## src/hw/tmrc_regs.svh

```systemverilog
// Register indices, field positions, reset values and timing counts of the timer block
`ifndef TMRC_REGS_SVH
`define TMRC_REGS_SVH
// Register indices; byte address is four times the index
`define TMRC_IDX_FSEL      6'h00
`define TMRC_IDX_CNT_HI    6'h04
`define TMRC_IDX_CNT_LO    6'h05
`define TMRC_IDX_CTL1      6'h06
`define TMRC_IDX_IEN       6'h0C
`define TMRC_IDX_CTL2      6'h0D
`define TMRC_IDX_CHFLG     6'h0E
`define TMRC_IDX_OVFLG     6'h0F
`define TMRC_IDX_VAL_BASE  2'h1
`define TMRC_IDX_ISTAT     6'h30
`define TMRC_IDX_ICLR      6'h31
// Field positions
`define TMRC_CTL1_TEN      7
`define TMRC_CTL1_FFC      4
`define TMRC_CTL2_TOI      7
`define TMRC_CTL2_CRE      3
`define TMRC_OVF_BIT       7
`define TMRC_ISTAT_OVF     8
// Reset values
`define TMRC_RST_8         8'h00
`define TMRC_RST_16        16'h0000
`define TMRC_RST_PSC       7'h00
`define TMRC_CNT_MAX       16'hFFFF
`define TMRC_CNT_ZERO      16'h0000
`define TMRC_PS_MAX        3'h7
`endif

```

## src/hw/tmrc_pkg.sv

```systemverilog
// Types shared by the timer block
`default_nettype none
package tmrc_pkg;
  // AHB-Lite request side, as seen by the slave
  typedef struct packed {
    logic        hsel;
    logic [31:0] haddr;
    logic [1:0]  htrans;
    logic        hwrite;
    logic [2:0]  hsize;
    logic        hready;
  } tmrc_ahb_req_t;

  // AHB-Lite answer side
  typedef struct packed {
    logic [31:0] hrdata;
    logic        hreadyout;
    logic        hresp;
  } tmrc_ahb_rsp_t;

  typedef enum logic [1:0] {
    ST_IDLE,
    ST_WRITE,
    ST_READ
  } tmrc_bus_st_t;
endpackage : tmrc_pkg
`default_nettype wire

```

## src/hw/tmrc_top.sv

```systemverilog
// Eight-channel 16-bit capture/compare timer with AHB-Lite register slave
// Function
// - Channel enable gates same-position channel flag
// - Overflow enable requests interrupt on overflow flag
// - Reset-on-match: channel 7 compare zeroes counter
// - Channel 7 value zero holds counter zero
// - Match-reset wrap at 0xFFFF sets no overflow
// - Prescaler divides bus clock by two^select
// - New prescale applied when prescale counter zero
// - Events set channel flags; write one clears
// - Fast clear: capture read, compare write clears
// - Fast clear: counter access clears overflow flag
// - Overflow flag set on wrap, cleared by one
// - Capture copies counter; compare holds match value
// - Value writes ignored while channel captures
// - Value registers reset to zero
// - Fast clear enable bit in control one
`include "tmrc_regs.svh"
`default_nettype none
module tmrc_top (
  // Clock and reset
  input  wire logic                   clk_i,
  input  wire logic                   rst_i,
  // AHB-Lite slave
  input  wire tmrc_pkg::tmrc_ahb_req_t ahb_req_i,
  input  wire logic [31:0]            hwdata_i,
  output var  tmrc_pkg::tmrc_ahb_rsp_t ahb_rsp_o,
  // Capture events, one-cycle pulse per channel on its configured edge
  input  wire logic [7:0]             cap_evt_i,
  // Interrupt
  output logic                        irq_o
);

  ////////////////////////////////////////////////////////////////////////////
  // Decode helpers
  function automatic logic is_val(input logic [5:0] idx);
    return idx[5:4] == `TMRC_IDX_VAL_BASE;
  endfunction : is_val

  function automatic logic [7:0] chan_bit(input logic [5:0] idx);
    return 8'h01 << idx[3:1];
  endfunction : chan_bit

  function automatic logic [6:0] ps_mask(input logic [2:0] sel);
    logic [7:0] m;
    m = (8'h01 << sel) - 8'h01;
    return m[6:0];
  endfunction : ps_mask

  ////////////////////////////////////////////////////////////////////////////
  // Storage
  tmrc_pkg::tmrc_bus_st_t st_ff;
  tmrc_pkg::tmrc_bus_st_t nxt_st;
  logic [5:0]  idx_ff;
  logic [31:0] hrdata_ff;
  logic        hready_ff;
  logic [7:0]  fsel_ff;
  logic [7:0]  ctl1_ff;
  logic [7:0]  ien_ff;
  logic [7:0]  ctl2_ff;
  logic [2:0]  act_ps_ff;
  logic [6:0]  psc_ff;
  logic [15:0] cnt_ff;
  logic [7:0]  chf_ff;
  logic        tof_ff;
  logic [15:0] val_ff [8];
  logic        irq_ff;
  logic        hresp_ff;

  // Register map, byte address is four times the index:
  //   0x00       channel function select, 1 = compare, 0 = capture
  //   0x04, 0x05 free running counter, read only
  //   0x06       control one: bit 7 timer enable, bit 4 fast flag clear
  //   0x0C       channel interrupt enables, one per channel flag
  //   0x0D       control two: bit 7 overflow irq enable, bit 3 reset on match,
  //              bits 2:0 prescale select
  //   0x0E       channel flags, write one to clear
  //   0x0F       overflow flag in bit 7, write one to clear
  //   0x10..0x1F channel values; both indices of a channel reach the same word
  //   0x30       interrupt status, read only: bit 8 overflow, bits 7:0 channel flags
  //   0x31       interrupt clear, write only, same layout as the status
  // Unmapped indices read zero and ignore writes; every answer is OKAY.

  ////////////////////////////////////////////////////////////////////////////
  // Bus decode
  wire        acc_ok  = ahb_req_i.hsel & ahb_req_i.htrans[1] & ahb_req_i.hready;
  wire        wr_do   = (st_ff == tmrc_pkg::ST_WRITE);
  wire        rd_do   = (st_ff == tmrc_pkg::ST_READ);
  wire        acc_do  = wr_do | rd_do;
  wire [7:0]  wd8     = hwdata_i[7:0];
  wire        wr_fsel = wr_do & (idx_ff == `TMRC_IDX_FSEL);
  wire        wr_ctl1 = wr_do & (idx_ff == `TMRC_IDX_CTL1);
  wire        wr_ien  = wr_do & (idx_ff == `TMRC_IDX_IEN);
  wire        wr_ctl2 = wr_do & (idx_ff == `TMRC_IDX_CTL2);
  wire        wr_chf  = wr_do & (idx_ff == `TMRC_IDX_CHFLG);
  wire        wr_ovf  = wr_do & (idx_ff == `TMRC_IDX_OVFLG);
  wire        wr_iclr = wr_do & (idx_ff == `TMRC_IDX_ICLR);
  wire        cnt_sel = (idx_ff == `TMRC_IDX_CNT_HI) | (idx_ff == `TMRC_IDX_CNT_LO);
  wire        val_sel = is_val(idx_ff);
  wire [7:0]  vbit    = val_sel ? chan_bit(idx_ff) : 8'h00;
  wire        ffc     = ctl1_ff[`TMRC_CTL1_FFC];
  wire        ten     = ctl1_ff[`TMRC_CTL1_TEN];
  wire        cre     = ctl2_ff[`TMRC_CTL2_CRE];

  assign nxt_st = acc_ok ? (ahb_req_i.hwrite ? tmrc_pkg::ST_WRITE : tmrc_pkg::ST_READ)
                         : tmrc_pkg::ST_IDLE;

  ////////////////////////////////////////////////////////////////////////////
  // Prescaler and counter
  // Prescale counter only runs while enabled, so a stopped timer takes a new
  // select at once; a running one waits for the all-zero point
  wire        tick    = ten & ((psc_ff & ps_mask(act_ps_ff)) == `TMRC_RST_PSC);
  wire        match7  = (cnt_ff == val_ff[7]) & fsel_ff[7];
  wire        mreset  = tick & cre & match7;
  wire        wrap    = tick & ~mreset & (cnt_ff == `TMRC_CNT_MAX);
  wire [15:0] nxt_cnt = mreset ? `TMRC_CNT_ZERO : cnt_ff + 16'h0001;

  ////////////////////////////////////////////////////////////////////////////
  // Channel events and flags
  wire [7:0] cmp_hit;
  wire [7:0] cap_hit = cap_evt_i & ~fsel_ff;
  genvar g;
  generate
    for (g = 0; g < 8; g++) begin : g_cmp
      assign cmp_hit[g] = tick & fsel_ff[g] & (cnt_ff == val_ff[g]);
    end
  endgenerate
  // Fast clear looks at the channel mode, so a capture channel is never
  // cleared by a write and a compare channel never by a read
  wire [7:0] set_ch   = cmp_hit | cap_hit;
  wire [7:0] fast_clr = ffc ? (vbit & ((rd_do ? ~fsel_ff : 8'h00)
                                     | (wr_do ? fsel_ff : 8'h00))) : 8'h00;
  wire [7:0] clr_ch   = (wr_chf ? wd8 : 8'h00) | (wr_iclr ? wd8 : 8'h00) | fast_clr;
  // Set wins over clear so an event in the clearing cycle is kept
  wire [7:0] nxt_chf  = (chf_ff & ~clr_ch) | set_ch;
  wire       clr_tof  = (wr_ovf & hwdata_i[`TMRC_OVF_BIT])
                      | (wr_iclr & hwdata_i[`TMRC_ISTAT_OVF])
                      | (ffc & acc_do & cnt_sel);
  wire       nxt_tof  = (tof_ff & ~clr_tof) | wrap;
  wire       nxt_irq  = (|(nxt_chf & ien_ff))
                      | (nxt_tof & ctl2_ff[`TMRC_CTL2_TOI]);

  ////////////////////////////////////////////////////////////////////////////
  // Read mux
  logic [31:0] rd_mux;
  always_comb begin
    rd_mux = 32'h0000_0000;
    if (val_sel) begin
      rd_mux = {16'h0000, val_ff[idx_ff[3:1]]};
    end else begin
      case (idx_ff)
        `TMRC_IDX_FSEL:   rd_mux = {24'h000000, fsel_ff};
        `TMRC_IDX_CNT_HI,
        `TMRC_IDX_CNT_LO: rd_mux = {16'h0000, cnt_ff};
        `TMRC_IDX_CTL1:   rd_mux = {24'h000000, ctl1_ff};
        `TMRC_IDX_IEN:    rd_mux = {24'h000000, ien_ff};
        `TMRC_IDX_CTL2:   rd_mux = {24'h000000, ctl2_ff};
        `TMRC_IDX_CHFLG:  rd_mux = {24'h000000, chf_ff};
        `TMRC_IDX_OVFLG:  rd_mux = {24'h000000, tof_ff, 7'h00};
        `TMRC_IDX_ISTAT:  rd_mux = {23'h000000, tof_ff, chf_ff};
        default:          rd_mux = 32'h0000_0000;
      endcase
    end
  end

  ////////////////////////////////////////////////////////////////////////////
  // Bus slave registers
  // Reads take one wait state so that read data comes from a flip-flop
  // Writes need none: the data phase lands at the edge that ends it.
  // Read side effects (fast flag clear) happen at the edge that loads hrdata,
  // which then holds until the next read.
  always_ff @(posedge clk_i) begin
    if (rst_i) begin
      st_ff     <= tmrc_pkg::ST_IDLE;
      idx_ff    <= 6'h00;
      hready_ff <= 1'b1;
      hrdata_ff <= 32'h0000_0000;
      hresp_ff  <= 1'b0;
    end else begin
      st_ff     <= nxt_st;
      idx_ff    <= acc_ok ? ahb_req_i.haddr[7:2] : idx_ff;
      hready_ff <= ~(acc_ok & ~ahb_req_i.hwrite);
      hrdata_ff <= rd_do ? rd_mux : hrdata_ff;
      hresp_ff  <= 1'b0;
    end
  end

  assign ahb_rsp_o.hrdata    = hrdata_ff;
  assign ahb_rsp_o.hreadyout = hready_ff;
  assign ahb_rsp_o.hresp     = hresp_ff;

  ////////////////////////////////////////////////////////////////////////////
  // Control registers
  always_ff @(posedge clk_i) begin
    if (rst_i) begin
      fsel_ff <= `TMRC_RST_8;
      ctl1_ff <= `TMRC_RST_8;
      ien_ff  <= `TMRC_RST_8;
      ctl2_ff <= `TMRC_RST_8;
    end else begin
      fsel_ff <= wr_fsel ? wd8 : fsel_ff;
      ctl1_ff <= wr_ctl1 ? wd8 : ctl1_ff;
      ien_ff  <= wr_ien ? wd8 : ien_ff;
      ctl2_ff <= wr_ctl2 ? wd8 : ctl2_ff;
    end
  end

  ////////////////////////////////////////////////////////////////////////////
  // Prescaler, counter, flags, interrupt
  always_ff @(posedge clk_i) begin
    if (rst_i) begin
      psc_ff    <= `TMRC_RST_PSC;
      act_ps_ff <= 3'h0;
      cnt_ff    <= `TMRC_CNT_ZERO;
      chf_ff    <= `TMRC_RST_8;
      tof_ff    <= 1'b0;
      irq_ff    <= 1'b0;
    end else begin
      psc_ff    <= ten ? psc_ff + 7'h01 : `TMRC_RST_PSC;
      act_ps_ff <= (psc_ff == `TMRC_RST_PSC) ? ctl2_ff[2:0] : act_ps_ff;
      cnt_ff    <= tick ? nxt_cnt : cnt_ff;
      chf_ff    <= nxt_chf;
      tof_ff    <= nxt_tof;
      irq_ff    <= nxt_irq;
    end
  end

  assign irq_o = irq_ff;

  ////////////////////////////////////////////////////////////////////////////
  // Channel value registers
  generate
    for (g = 0; g < 8; g++) begin : g_val
      wire wr_v = wr_do & vbit[g] & fsel_ff[g];
      always_ff @(posedge clk_i) begin
        if (rst_i) begin
          val_ff[g] <= `TMRC_RST_16;
        end else if (cap_hit[g]) begin
          val_ff[g] <= cnt_ff;
        end else if (wr_v) begin
          val_ff[g] <= hwdata_i[15:0];
        end
      end
    end
  endgenerate
endmodule : tmrc_top
`default_nettype wire

```

## config.mk

```make
export PLATFORM = sky130hd
export DESIGN_NAME = tmrc_top
export DESIGN_NICKNAME = d
export VERILOG_FILES = /design/src/hw/tmrc_pkg.sv /design/src/hw/tmrc_top.sv
export VERILOG_INCLUDE_DIRS = /design/src /design/src/hw
export SDC_FILE = /design/constraint.sdc
export NUM_CORES = 1
export LEC_CHECK = 0
export BUFFER_PORTS_ARGS = -buffer_cell sky130_fd_sc_hd__buf_2
export CAP_MARGIN = 20
export CORE_UTILIZATION = 35
export DETAILED_ROUTE_END_ITERATION = 7
export PLACE_DENSITY = 0.63
export SYNTH_ARGS = -nofsm -noshare
export SYNTH_HDL_FRONTEND = slang
export SYNTH_SLANG_ARGS = --single-unit
```

## constraint.sdc

```tcl
create_clock -name clk_i -period 3.3 [get_ports clk_i]
set_clock_uncertainty 0.15 [all_clocks]
set_input_delay 0.66 -clock clk_i [delete_from_list [all_inputs] [get_ports clk_i]]
set_output_delay 0.66 -clock clk_i [all_outputs]
set_load 0.1 [all_outputs]
```

* Yosys cells after proc, flatten, opt, wreduce, memory -nomap -nowiden
Memory sizes are Yosys's and may differ from the RTL's. A register that Yosys moved wholly into a read port is not among the register bits.
Index checks and enable logic that the tools add are counted.
** Cells by class
- Bitwise operators :: 94
- Eq/ne operators :: 21
- Mux-type cells :: 86
- $add $sub $neg :: 3
- Shift-type cells :: 2
- Reductions and logical operators :: 7
** Operators with widths (count)
- 2-to-1 mux 16 bit :: 18
- == test 16 bit :: 8
- case mux 16 bit (8 select lines) :: 1
- 2-to-1 mux 1 bit :: 58
- bitwise AND 1 bit :: 54
- 2-to-1 mux 8 bit :: 6
- bitwise OR 8 bit :: 5
- bitwise AND 8 bit :: 4
- == test 6 x 4 -> 1 bit (second input constant) :: 4
- bitwise OR 1 bit :: 22
- == test 6 x 3 -> 1 bit (second input constant) :: 3
- adder 16 x 1 -> 16 bit (second input constant) :: 1
- == test 16 bit (second input constant) :: 1
- NOT 8 bit :: 2
- zero test 7 bit :: 2
- == test 6 bit (second input constant) :: 2
- OR reduction 8 bit :: 1
- << shifter 1 x 3 -> 8 bit (first input constant) :: 1
- adder 7 x 1 -> 7 bit (second input constant) :: 1
- bitwise AND 7 bit :: 1
- << shifter 1 x 3 -> 7 bit (first input constant) :: 1
- subtractor 7 x 1 -> 7 bit (second input constant) :: 1
- zero test 6 bit :: 1
- 2-to-1 mux 3 bit :: 2
- 5 further kinds :: 13
** Word-level totals
- Memories kept :: 1
- Word-level logic and storage cells :: 228
- Output and inout port bits :: 35
- Register bits :: 109
- Bits in writable memories :: 128
** Memories
- val_ff :: depth 8, width 16, read ports 9, clocked after Yosys merged registers in 1, write ports 8, RTL line tmrc_top.sv:66 : logic [15:0] val_ff [8];

* Longest topological paths before layout
- Depth in word-level cells :: 13
- Mapped depth :: 10
- Depth with buffers taken out :: 9

* Least setup slack after synthesis
No wires, ideal clock.
- Path type :: input to register
- Start point :: input rst_i
- End point :: memory val_ff[7][0] (enable)
- Data arrival time :: 1.947 ns
- Required time :: 2.778 ns
- Setup time :: 0.372 ns
- Stages :: 5
- Path slack :: 0.831 ns
- Path through :: clkbuf_1 -> nor4b_2 -> and4_1 -> buf_2 -> or3_1
** RTL lines
- from (decl) :: RTL line tmrc_top.sv:23 : input wire logic rst_i,
- to (decl) :: RTL line tmrc_top.sv:66

* Worst setup path in the final report
- Start point :: register cnt_ff[13]
- End point :: register irq_ff, in the netlist irq_o
** On the way
- Longest elaborated chain between the ends :: 9
** Ends and longest elaborated chain
- from (decl) :: RTL line tmrc_top.sv:63 : logic [15:0] cnt_ff;
- from (signal assigned) :: RTL line tmrc_top.sv:214 : cnt_ff <= `TMRC_CNT_ZERO;
- from (signal assigned) :: RTL line tmrc_top.sv:221 : cnt_ff <= tick ? nxt_cnt : cnt_ff;
- == test 16 bit :: RTL line tmrc_top.sv:113, tmrc_top.sv:125
- bitwise AND 1 bit :: RTL line tmrc_top.sv:113 : wire match7 = (cnt_ff == val_ff[7]) & fsel_ff[7];
- bitwise AND 1 bit :: RTL line tmrc_top.sv:114 : wire mreset = tick & cre & match7;
- NOT 1 bit :: RTL line tmrc_top.sv:115 : wire wrap = tick & ~mreset & (cnt_ff == `TMRC_CNT_MAX);
- bitwise AND 1 bit (2 in a row) :: RTL line tmrc_top.sv:115
- bitwise OR 1 bit :: RTL line tmrc_top.sv:139 : wire nxt_tof = (tof_ff & ~clr_tof) | wrap;
- bitwise AND 1 bit :: RTL line tmrc_top.sv:141 : | (nxt_tof & ctl2_ff[`TMRC_CTL2_TOI]);
- bitwise OR 1 bit * :: RTL line tmrc_top.sv:140 : wire nxt_irq = (|(nxt_chf & ien_ff))
- to (signal assigned) :: RTL line tmrc_top.sv:224 : irq_ff <= nxt_irq;
- to (decl) :: RTL line tmrc_top.sv:67 : logic irq_ff;
Mark *: on every way between the ends. The rest lies on a longest branch, timed or not.
A chain may end at the register's enable or synchronous reset.

==> flow_summary.yaml <==
run:
  cap_violations: 0
setup_path:
  cp_data_arrival_time_ns: 3.29
  startpoint_type: "flop"
  crit_fanout: 12
  critical_path_class: "reg2reg"
  worstPathRequired_ns: 3.57
  end_kind: "flop"
place:
  dp_hpwl_um: 27300
  numPortBuffers: 53
  routabilityCongestion: 0.945
  pre_cts_ws_ns: 0.451
  place_area_sq_mm: 0.0134
  dpl.cell_count: 1638
finish:
  antennaDiodeCount: 0
  fin_cells: 1683
  drive_above_1_share: 0.175
  fin_area_sq_mm: 0.0142
  final_util: 0.399
  syn2layout_area_growth_pct: 12.4
  fin_nets: 1291
  n_fill_cell: 3404
clock_network:
  clk_path_buf_depth: 3
  cts_max_level: 1
  cts_sinks: 224
  cts_tree: "done"
  cts_resized: 0
  clk_root_buffer_cell: "clkbuf_16"
  holdBufCountCts: 0
  postCtsSetupBuffers: 0
  clk_pin_slew_ns: 0.06
  numCtsBuffers: 25
  worstSkewPairLatency_ns: 0.53
global_routing:
  met3_usage: 0.0340
  grt_start_max_net_pins: 52
  top_usage_layer: "met2"
  antenna_found_initial: 0
  met1_usage: 0.306
  grt_pass1_wl_um: 57900
  gr-usage-all-layers: 0.212
  first_global_vias: 9068
  overflow: 0
  use_met2: 0.319
timing:
  max_freq_mhz: 331
  hold_viol_final: 0
  rsz0062_at_grt: "no"
  tns_ns: 0
  tightest_slew_ns: 0.737
  whs_ns: 0.211
  period_needed_ns: 3.02
  setup_ws_ns: 0.283
  period_share: 0.914
  setup_violations: 0
  slew_viol_final: 0
  slew_headroom: 0.509
detailed_routing:
  post_drt_wl_per_cell_um: 23.6
  postRouteAntennaNets: 0
  wl_um: 39700
  drtPass1Iterations: 5
  drc: 0
  drt-initial-drc-count: 1350
  vias_per_cell: 5.83
  vias: 9814
pwr:
  p_switching_mw: 1.66
  power.share.switching: 0.258
  internal_power_mw: 4.77
  p_seq_frac: 0.484
  ir_worst_vdd_mv: 0.392
  p_per_area_mw_per_mm2: 454
  power_leakage_nw: 5.44
  p_total_mw: 6.43
  comb_power_share: 0.094
  pwr-share-clk: 0.422
yosys:
  synth_commonest_cells: "128 x a22o_1, 128 x edfxtp_1, 96 x dfxtp_1"
  avgSynthCellArea_sq_um: 10.7
  syn_inst: 1173
  yosysWarnings: 0
  ys_types: 68
  synth-edff-count: 128
  ys_ff_latch: 224
  ys.flop_type: "edfxtp_1"
  yosysTopAreaCellShare: 0.305
  synth_area_sq_mm: 0.0126
  synthArstFlopShare: 0
  seq_area_frac_synth: 0.458
  yosysTopAreaCell: "edfxtp_1"
  yosys-top-cells-area: "edfxtp_1 31%, dfxtp_1 15%, a22o_1 8.9%"
die:
  die_w_um: 192
  start_util: 0.355
  core-area_sq_mm: 0.0355
  placementRows: 69
  dieArea_sq_mm: 0.0368
  die_h_um: 192
  ios: 117
run_status:
  status: "finished clean"
hold_path:
  min_path_type: "in2reg"
[path summary, 6_finish.rpt]
path | start | to | slack, ns | cells after the start
worst max-delay path | cnt_ff[13] | irq_o | 0.28 | 8
worst min-delay path | ahb_req_i[4] | hready_ff | 0.21 | 2
worst max register to register | cnt_ff[13] | irq_o | 0.28 | 8
worst min register to register | ctl2_ff[4] | ctl2_ff[4] | 0.32 | 2
[power by group through the flow]
stage	sequential (mW)	clock, mW	combinational [mW]
floorplan	3.17	0	0.403
global placement	3.16	0	0.591
detailed placement	3.17	0	0.592
CTS	3.11	2.74	0.594
global route	3.12	2.86	0.629
finish	3.11	2.71	0.603
[registers in the layout, indices dropped and copies added (netlist names), 8 cells and up, named ones only]
register / cells
ctl2_ff: 8
cnt_ff: 16
val_ff: 128
chf_ff: 8
ctl1_ff: 8
fsel_ff: 8
hrdata_ff: 16
ien_ff: 8
[cells in the final DEF (no fill, tap or decap), types with 4 or more instances in the layout]
cell type	netlist	routed
or3_1	16	16
a211oi_1	14	14
xnor2_1	47	47
mux4_2	32	32
inv_1	13	13
conb_1	1	17
nand2_1	57	57
o32ai_1	7	7
nand2b_1	14	14
clkbuf_1	52	9
o21ai_0	17	17
nand4_1	24	24
a31oi_1	9	9
clkinv_2	0	4
nor4_1	20	20
clkbuf_8	0	5
a22o_1	128	128
and3_1	11	11
buf_4	22	65
nand3_1	35	35
dfxtp_1	96	95
ha_1	5	5
clkbuf_16	0	26
buf_2	43	53
nor3_1	19	19
a21oi_1	53	53
edfxtp_1	128	128
nor3b_1	8	8
nor2b_1	13	13
a22oi_1	15	15
xor2_1	92	92
mux2i_1	33	33
nor2_1	87	87
[per-layer routing]
layer  share of wire  vias to the layer above
li1                -                     4409
met1            0.43                     4800
met2            0.44                      531
met3           0.096                       74
met4           0.037                        0
met5               0                        -
[critical path, stage by stage (launching register included)]
cell and delay (ns):
dfxtp_1 0.70, buf_4 0.27, xor2_1 0.09, nor4_1 0.48, nand4_1 0.32, nor3_1 0.36
o21ai_0 0.13, and4_1 0.19, a31oi_1 0.23
[cell families (layout without fill, tap and decap cells)]
kind of cell | after synthesis | after routing | share of synthesized area
AND/OR/NAND/NOR | 334 | 334 | 0.145
AO/OA/AOI/OAI | 259 | 259 | 0.156
flip-flops | 224 | 224 | 0.458
buffers and inverters | 145 | 178 | 0.0558
XOR/XNOR | 139 | 139 | 0.0966
multiplexers | 66 | 66 | 0.0843
adder cells (fa/ha/maj) | 5 | 5 | 0.00496
other | 1 | 17 | 0.000298
[layout make-up]
class / instances / area (sq um) / area share
Timing Repair Buffer: 120 / 793 / 0.0560
Tap cell: 461 / 577 / 0.0407
Clock inverter: 5 / 28.8 / 0.00203
Inverter: 13 / 48.8 / 0.00345
Multi-Input combinational cell: 820 / 6190 / 0.437
Clock buffer: 40 / 753 / 0.0532
Sequential cell: 224 / 5770 / 0.407
(Power assumes the default switching activity.)
